[src/rtl/dcr_pkg.sv]
package dcr_pkg;
   localparam int unsigned    DATA_W      = 16;
   localparam int unsigned    ADDR_W      = 16;
   localparam int unsigned    NUM_CHAN    = 4;
   localparam int unsigned    GAIN_W      = 7;
   localparam int unsigned    TRIM_W      = 6;

   // register offsets
   localparam logic [15:0]    ADDR_CLOCK_CONTROL  = 16'h0002;
   localparam logic [15:0]    ADDR_REFERENCE_TRIM = 16'h0003;
   localparam logic [15:0]    ADDR_CHANNEL4_GAIN  = 16'h0004;
   localparam logic [15:0]    ADDR_CHANNEL1_GAIN  = 16'h0007;

   // reset values
   localparam logic [15:0]    RST_CLOCK_CONTROL   = 16'h0000;
   localparam logic [15:0]    RST_REFERENCE_TRIM  = 16'h0000;
   localparam logic [15:0]    RST_GAIN            = 16'h0000;

   // clock_control fields; gate bits: channel one at the top
   localparam int unsigned    CC_GATE_CH1_BIT     = 11;
   localparam int unsigned    CC_CORE_GATE_BIT    = 7;
   localparam int unsigned    CC_SLEEP_BIT        = 6;
   localparam int unsigned    CC_PDN_BIT          = 5;
   localparam int unsigned    CC_PSAVE_BIT        = 4;
   localparam int unsigned    CC_INV_CH1_BIT      = 3;

   // reference_trim field
   localparam int unsigned    RT_TRIM_LSB         = 0;

   // gain register fields
   localparam int unsigned    GN_SET_LSB          = 0;
   localparam int unsigned    GN_CAL_LSB          = 8;
   localparam int unsigned    GN_RSVD_LO_BIT      = 7;
   localparam int unsigned    GN_RSVD_HI_BIT      = 15;

   typedef logic [GAIN_W-1:0] dcr_gain_t;
   typedef dcr_gain_t [NUM_CHAN-1:0] dcr_gain_vec_t;
endpackage

[src/rtl/dcr_gain_if.sv]
`timescale 1ns/10ps
interface dcr_gain_if;
   import dcr_pkg::*;
   logic              wr;
   logic [15:0]       wdata;
   logic              cal_load;
   dcr_gain_t         cal_value;
   logic [15:0]       value;

   modport ctrl (output wr, output wdata, output cal_load,
                 output cal_value, input value);
   modport chan (input wr, input wdata, input cal_load,
                 input cal_value, output value);
endinterface

[src/rtl/dcr_config_regs.sv]
`timescale 1ns/10ps
module dcr_config_regs
   import dcr_pkg::*;
(
   input  wire logic                    clk_i,          // core clock
   input  wire logic                    rst_b_i,        // async reset, low
   input  wire logic [15:0]             cfg_addr_i,     // register offset
   input  wire logic [15:0]             cfg_wdata_i,    // write data
   input  wire logic                    cfg_wr_i,       // write strobe
   input  wire logic                    cfg_rd_i,       // read strobe
   output logic [15:0]                  cfg_rdata_o,    // read data
   output logic                         cfg_rvalid_o,   // read data valid
   input  wire logic                    cal_mode_i,     // calibration running
   input  wire logic [3:0]              cal_load_i,     // cal strobe, ch1=b0
   input  wire dcr_pkg::dcr_gain_vec_t  cal_result_i,   // results, ch1=[0]
   output logic [3:0]                   chan_analog_clock_gate_o, // ch1=b0
   output logic                         core_clock_gate_o,        // core off
   output logic                         clock_sleep_o,            // sleep
   output logic                         clock_receiver_power_down_o, // pdn
   output logic                         receiver_power_save_o,    // power save
   output logic [3:0]                   chan_clock_invert_o,      // ch1=b0
   output logic [5:0]                   bandgap_trim_o,           // trim code
   output dcr_pkg::dcr_gain_vec_t       chan_gain_o               // applied
);
   import dcr_pkg::*;

   logic [15:0]        clock_control;
   logic [15:0]        next_clock_control;
   logic [15:0]        reference_trim;
   logic [15:0]        next_reference_trim;
   logic [15:0]        gain_value [NUM_CHAN];
   logic [NUM_CHAN-1:0] gain_hit;

   logic [15:0]        next_rdata;
   logic               next_rvalid;
   logic [3:0]         next_gate;
   logic               next_core_gate;
   logic               next_sleep;
   logic               next_pdn;
   logic               next_psave;
   logic [3:0]         next_invert;
   logic [5:0]         next_trim;
   dcr_gain_vec_t      next_gain;
   // offset decode
   logic               hit_clock_control;
   logic               hit_reference_trim;
   logic               hit_gain;
   logic [15:0]        gain_read;

   // one gain register per channel, channel one at the highest offset
   for (genvar i = 0; i < NUM_CHAN; i++) begin : g_chan
      dcr_gain_if gif ();
      assign gain_hit[i]   = (cfg_addr_i ==
                              (ADDR_CHANNEL1_GAIN - 16'(i)));
      assign gif.wr        = cfg_wr_i && gain_hit[i];
      assign gif.wdata     = cfg_wdata_i;
      assign gif.cal_load  = cal_load_i[i];
      assign gif.cal_value = cal_result_i[i];
      assign gain_value[i] = gif.value;
      dcr_gain_reg u_gain (
         .clk_i   (clk_i),
         .rst_b_i (rst_b_i),
         .bus     (gif.chan)
      );
   end

   // one decode serves both strobes, so a read and a write of one
   // offset in the same cycle always agree on the target
   always_comb begin
      hit_clock_control  = 1'b0;
      hit_reference_trim = 1'b0;
      case (cfg_addr_i)
         ADDR_CLOCK_CONTROL: begin
            hit_clock_control = 1'b1;
         end
         ADDR_REFERENCE_TRIM: begin
            hit_reference_trim = 1'b1;
         end
         default: begin
            hit_clock_control  = 1'b0;
            hit_reference_trim = 1'b0;
         end
      endcase
   end

   // gain offsets never overlap, so at most one channel adds in
   always_comb begin
      hit_gain  = 1'b0;
      gain_read = 16'h0000;
      for (int i = 0; i < NUM_CHAN; i++) begin
         hit_gain  = hit_gain | gain_hit[i];
         gain_read = gain_read | (gain_hit[i] ? gain_value[i] : 16'h0000);
      end
   end

   // clock_control: all sixteen bits store, reserved ones included
   always_comb begin
      next_clock_control = clock_control;
      if (cfg_wr_i && hit_clock_control) begin
         next_clock_control = cfg_wdata_i;
      end
   end

   always_ff @(posedge clk_i or negedge rst_b_i) begin
      if (!rst_b_i) begin
         clock_control <= RST_CLOCK_CONTROL;
      end else begin
         clock_control <= next_clock_control;
      end
   end

   // reference_trim: only the low six bits reach the analog side
   always_comb begin
      next_reference_trim = reference_trim;
      if (cfg_wr_i && hit_reference_trim) begin
         next_reference_trim = cfg_wdata_i;
      end
   end

   always_ff @(posedge clk_i or negedge rst_b_i) begin
      if (!rst_b_i) begin
         reference_trim <= RST_REFERENCE_TRIM;
      end else begin
         reference_trim <= next_reference_trim;
      end
   end

   // read port; unmapped offsets read as zero and the data holds until
   // the next read. a read beside a write of the same offset sees the
   // old value, since the mux looks at the registers, not the bus
   always_comb begin
      next_rvalid = cfg_rd_i;
      next_rdata  = cfg_rdata_o;
      if (cfg_rd_i) begin
         if (hit_clock_control) begin
            next_rdata = clock_control;
         end else if (hit_reference_trim) begin
            next_rdata = reference_trim;
         end else if (hit_gain) begin
            next_rdata = gain_read;
         end else begin
            next_rdata = 16'h0000;
         end
      end
   end

   always_ff @(posedge clk_i or negedge rst_b_i) begin
      if (!rst_b_i) begin
         cfg_rdata_o  <= 16'h0000;
         cfg_rvalid_o <= 1'b0;
      end else begin
         cfg_rdata_o  <= next_rdata;
         cfg_rvalid_o <= next_rvalid;
      end
   end

   // clock tree controls; power-down overrides every gate so that no
   // clock is left running, whatever the gate bits say
   always_comb begin
      next_pdn       = clock_control[CC_PDN_BIT];
      next_sleep     = clock_control[CC_SLEEP_BIT];
      // power save trades falling-edge quality for receiver power
      next_psave     = clock_control[CC_PSAVE_BIT];
      next_core_gate = clock_control[CC_CORE_GATE_BIT] | next_pdn;
      for (int i = 0; i < NUM_CHAN; i++) begin
         next_gate[i]   = clock_control[CC_GATE_CH1_BIT - i]
                          | next_pdn;
         // no guard against power save: software keeps them apart
         next_invert[i] = clock_control[CC_INV_CH1_BIT - i];
      end
   end

   always_ff @(posedge clk_i or negedge rst_b_i) begin
      if (!rst_b_i) begin
         chan_analog_clock_gate_o    <= 4'h0;
         core_clock_gate_o           <= 1'b0;
         clock_sleep_o               <= 1'b0;
         clock_receiver_power_down_o <= 1'b0;
         receiver_power_save_o       <= 1'b0;
         chan_clock_invert_o         <= 4'h0;
      end else begin
         chan_analog_clock_gate_o    <= next_gate;
         core_clock_gate_o           <= next_core_gate;
         clock_sleep_o               <= next_sleep;
         clock_receiver_power_down_o <= next_pdn;
         receiver_power_save_o       <= next_psave;
         chan_clock_invert_o         <= next_invert;
      end
   end

   // analog controls: reference trim and the applied gain per channel
   always_comb begin
      for (int i = 0; i < NUM_CHAN; i++) begin
         // gain held at zero while calibration owns the channel
         next_gain[i] = cal_mode_i ? '0
                        : gain_value[i][GN_SET_LSB +: GAIN_W];
      end
      next_trim = reference_trim[RT_TRIM_LSB +: TRIM_W];
   end

   always_ff @(posedge clk_i or negedge rst_b_i) begin
      if (!rst_b_i) begin
         bandgap_trim_o <= 6'h00;
         chan_gain_o    <= '0;
      end else begin
         bandgap_trim_o <= next_trim;
         chan_gain_o    <= next_gain;
      end
   end
endmodule

[src/rtl/dcr_gain_reg.sv]
`timescale 1ns/10ps
module dcr_gain_reg (
   input  wire logic   clk_i,   // core clock
   input  wire logic   rst_b_i, // async reset, active low
   dcr_gain_if.chan    bus      // write and calibration side
);
   import dcr_pkg::*;

   logic [15:0]        gain_reg;
   logic [15:0]        next_gain_reg;

   always_comb begin
      next_gain_reg = gain_reg;
      if (bus.wr) begin
         // software owns setting and reserved bits only
         next_gain_reg[GN_SET_LSB +: GAIN_W] =
            bus.wdata[GN_SET_LSB +: GAIN_W];
         next_gain_reg[GN_RSVD_LO_BIT] = bus.wdata[GN_RSVD_LO_BIT];
         next_gain_reg[GN_RSVD_HI_BIT] = bus.wdata[GN_RSVD_HI_BIT];
      end
      if (bus.cal_load) begin
         next_gain_reg[GN_CAL_LSB +: GAIN_W] = bus.cal_value;
      end
   end

   always_ff @(posedge clk_i or negedge rst_b_i) begin
      if (!rst_b_i) begin
         gain_reg <= RST_GAIN;
      end else begin
         gain_reg <= next_gain_reg;
      end
   end

   assign bus.value = gain_reg;
endmodule

[config.mk]
export PLATFORM = sky130hd
export DESIGN_NAME = dcr_config_regs
export DESIGN_NICKNAME = d
export VERILOG_FILES = /design/src/rtl/dcr_pkg.sv /design/src/rtl/dcr_gain_if.sv /design/src/rtl/dcr_config_regs.sv /design/src/rtl/dcr_gain_reg.sv
export SDC_FILE = /design/constraint.sdc
export NUM_CORES = 1
export LEC_CHECK = 0
export BUFFER_PORTS_ARGS = -buffer_cell sky130_fd_sc_hd__clkbuf_2
export CAP_MARGIN = 40
export CORE_MARGIN = 2
export CORE_UTILIZATION = 30
export DETAILED_ROUTE_END_ITERATION = 16
export GPL_ROUTABILITY_DRIVEN = 0
export SYNTH_ARGS = -nofsm -noshare
export SYNTH_HDL_FRONTEND = slang
export SYNTH_SLANG_ARGS = --single-unit
[constraint.sdc]
create_clock -name clk_i -period 1.15 [get_ports clk_i]
set_input_delay 0.23 -clock clk_i [delete_from_list [all_inputs] [get_ports clk_i]]
set_output_delay 0.23 -clock clk_i [all_outputs]
set_load 0.005 [all_outputs]
==> reports/metrics.yaml <==
start_util: 0.308
drc: 0
cts.path.max_buffers: 2
leakage_nw: 4.48
total_power_mw: 12.3
fmax_mhz: 588
drive_above_1_share: 0.565
synth_fp_nets: 517
path_class: "primary input to register"
hold_violations: 0
yosysWarnings: 0
die_x_um: 151
syn_area_per_cell_sq_um: 14.6
endpoint_kind: "register"
grt_max_degree: 44
nNetsFinal: 697
fin_ws_ps: -552
grt_use_total: 0.154
rsz0062_at_grt: "yes"
min_period_over_period: 1.48
worstPathArrival_ps: 2010
hold_class: "primary input to register"
ys_seq_area_frac: 0.610
fill_cells: 1897
route.vias.total: 4250
n_antenna_cell: 0
slew_violations: 0
power.switching_mw: 2.91
fin_area_sq_um: 9040
drt_iter0_drc: 192
swShare: 0.236
sequentialPowerShare: 0.466
power.share.clock: 0.475
ant_nets: 0
die_h_um: 151
num_rows: 53
clk_pin_slew_ps: 60
max_slew.worst_pin.slew_ps: 283
cts-buffers-inserted: 17
grt_pass1_vias: 4455
grt_pass1_wl_um: 26200
port_buffers: 131
max-slew-margin-rel: 0.810
fin_hold_ws_ps: 34.3
status: "complete, but fails checks"
area_delta_synth_final_pct: 38.7
setup-tns-final_ps: -38820
via_per_inst: 4.64
postPlaceCellArea_sq_um: 7940
syn_area_sq_um: 6520
crit_required_ps: 1460
mostFrequentLayoutCells: "159 x dfrtp_1, 128 x clkbuf_2, 68 x mux2_4"
gr-total-overflow: 0
dieArea_sq_um: 22900
syn_inst: 448
cts_max_level: 4
pwr-share-comb: 0.060
core-area_sq_um: 21200
final_common_cell: "dfrtp_1"
dp_hpwl_um: 12100
internal_power_mw: 9.43
min_period_ps: 1700
antenna_found_initial: 0
clock_latency_ps: 430
io_pins: 132
cts_tree: "yes"
cts-root-buf: "clkbuf_16"
ys_types: 28
maxCapViolations: 0
ir_worst_vdd_v: 0.000996
wirelength_um: 17300
avgRoutedWirePerCell_um: 18.9
p_per_area_nw_per_um2: 1360
drt-pass1-iter-count: 4
cts.sinks: 159
setup_viol: 96
skew_ps: 8.75
ys_seq_elements: 159
start_kind: "primary input"
critPathMaxFanout: 9
violations: "negative setup slack"
## power by group through the flow
stage | Clock, mW | Sequential (mW) | Combinational, mW
detailed placement | 0 | 5.85 | 0.725
finish | 5.86 | 5.75 | 0.735
global route | 6.24 | 5.75 | 0.809
global placement | 0 | 5.85 | 0.703
CTS | 5.99 | 5.75 | 0.741
floorplan | 0 | 5.83 | 0.298
## worst max-delay path: stages
cell	delay [ps]
clkbuf_2	80
or4_4	520
or2_4	310
buf_12	150
nor4_4	200
buf_12	200
mux2_4	310
## cell type report
cell class                      instances  area, sq um  area share
Clock inverter                         13          166      0.0184
Sequential cell                       159         3980       0.440
Clock buffer                           19          453      0.0501
Multi-Input combinational cell        267         2800       0.310
Timing Repair Buffer                  183         1300       0.144
Tap cell                              275          344      0.0380
## cell usage after synthesis
library cell / n / area (sq um)
or4bb_1: 1 / 11.3
nor3_1: 1 / 5.00
or4_4: 1 / 11.3
nand2b_1: 3 / 18.8
nand3_1: 1 / 5.00
clkbuf_1: 16 / 60.1
nor4_2: 1 / 12.5
nand2_1: 4 / 15.0
nor4_4: 4 / 85.1
mux2i_1: 32 / 320
o22a_1: 16 / 140
nor2_1: 1 / 3.75
buf_2: 1 / 5.00
or4_1: 2 / 15.0
mux2_1: 20 / 225
buf_6: 3 / 33.8
dfrtp_1: 159 / 3980
nor2b_1: 45 / 282
a21oi_1: 16 / 80.1
nor4_1: 1 / 6.26
buf_1: 2 / 7.51
or3_1: 2 / 12.5
nor3_4: 2 / 32.5
mux2_2: 92 / 1040
o21ai_1: 1 / 5.00
or2_2: 5 / 31.3
o21ai_0: 15 / 75.1
or2_1: 1 / 6.26
## routing by layer
| metal | share of wire | track usage | vias up |
|---|---|---|---|
| met4 | 0.010 | 0.0411 | 0 |
| met5 | 0 | 0 | - |
| li1 | - | - | 1963 |
| met3 | 0.030 | 0.0319 | 13 |
| met2 | 0.50 | 0.254 | 86 |
| met1 | 0.46 | 0.206 | 2188 |
## timing repair
action,CTS,global route
gates resized for setup,72,33
endpoints found under the setup margin,121,144
hold buffers,1,0
endpoints found under the hold margin,83,0
gates cloned,2,2
pin swaps,5,4
setup buffers,3,5
## flip-flops by register name (all words and copies together) (netlist names)
name / flops
reference_trim: 16
clock_sleep_o: 1
cfg_rdata_o: 16
core_clock_gate_o: 1
clock_control: 16
g_chan.u_gain.bus.value: 64
bandgap_trim_o: 6
clock_receiver_power_down_o: 1
chan_gain_o: 28
cfg_rvalid_o: 1
chan_clock_invert_o: 4
chan_analog_clock_gate_o: 4
receiver_power_save_o: 1
## cells by family after synthesis
logic type / share of synthesized area
buffers and inverters: 0.0163
multiplexers: 0.243
AO/OA/AOI/OAI: 0.0461
flip-flops: 0.610
AND/OR/NAND/NOR: 0.0848
## stage by stage
step	util	worst slack, ps	instances
final	0.428	-552	916
after CTS	0.418	-571	909
after global placement	0.375	-999	872
after global routing	0.428	-579	916
after detailed placement	0.375	-1040	872
after floorplan	-	-960	448
## final timing paths
kind	startpoint	endpoint	slack, ps	cells after the start
max in group asynchronous	rst_b_i	cfg_rdata_o[14]$_DFFE_PN0P_	380	3
min in group asynchronous	rst_b_i	chan_gain_o[10]$_DFF_PN0_	230	2
hold reg to reg	reference_trim[5]$_DFFE_PN0P_	bandgap_trim_o[5]$_DFF_PN0_	420	0
hold / removal	cal_result_i[24]	g_chan[3].u_gain.bus.value[11]$_DFFE_PN0P_	30	2
setup reg to reg	clock_control[4]$_DFFE_PN0P_	cfg_rdata_o[4]$_DFFE_PN0P_	100	3
setup / recovery	cfg_addr_i[14]	g_chan[1].u_gain.bus.value[4]$_DFFE_PN0P_	-550	7
Power figures use the tool's default switching activity.
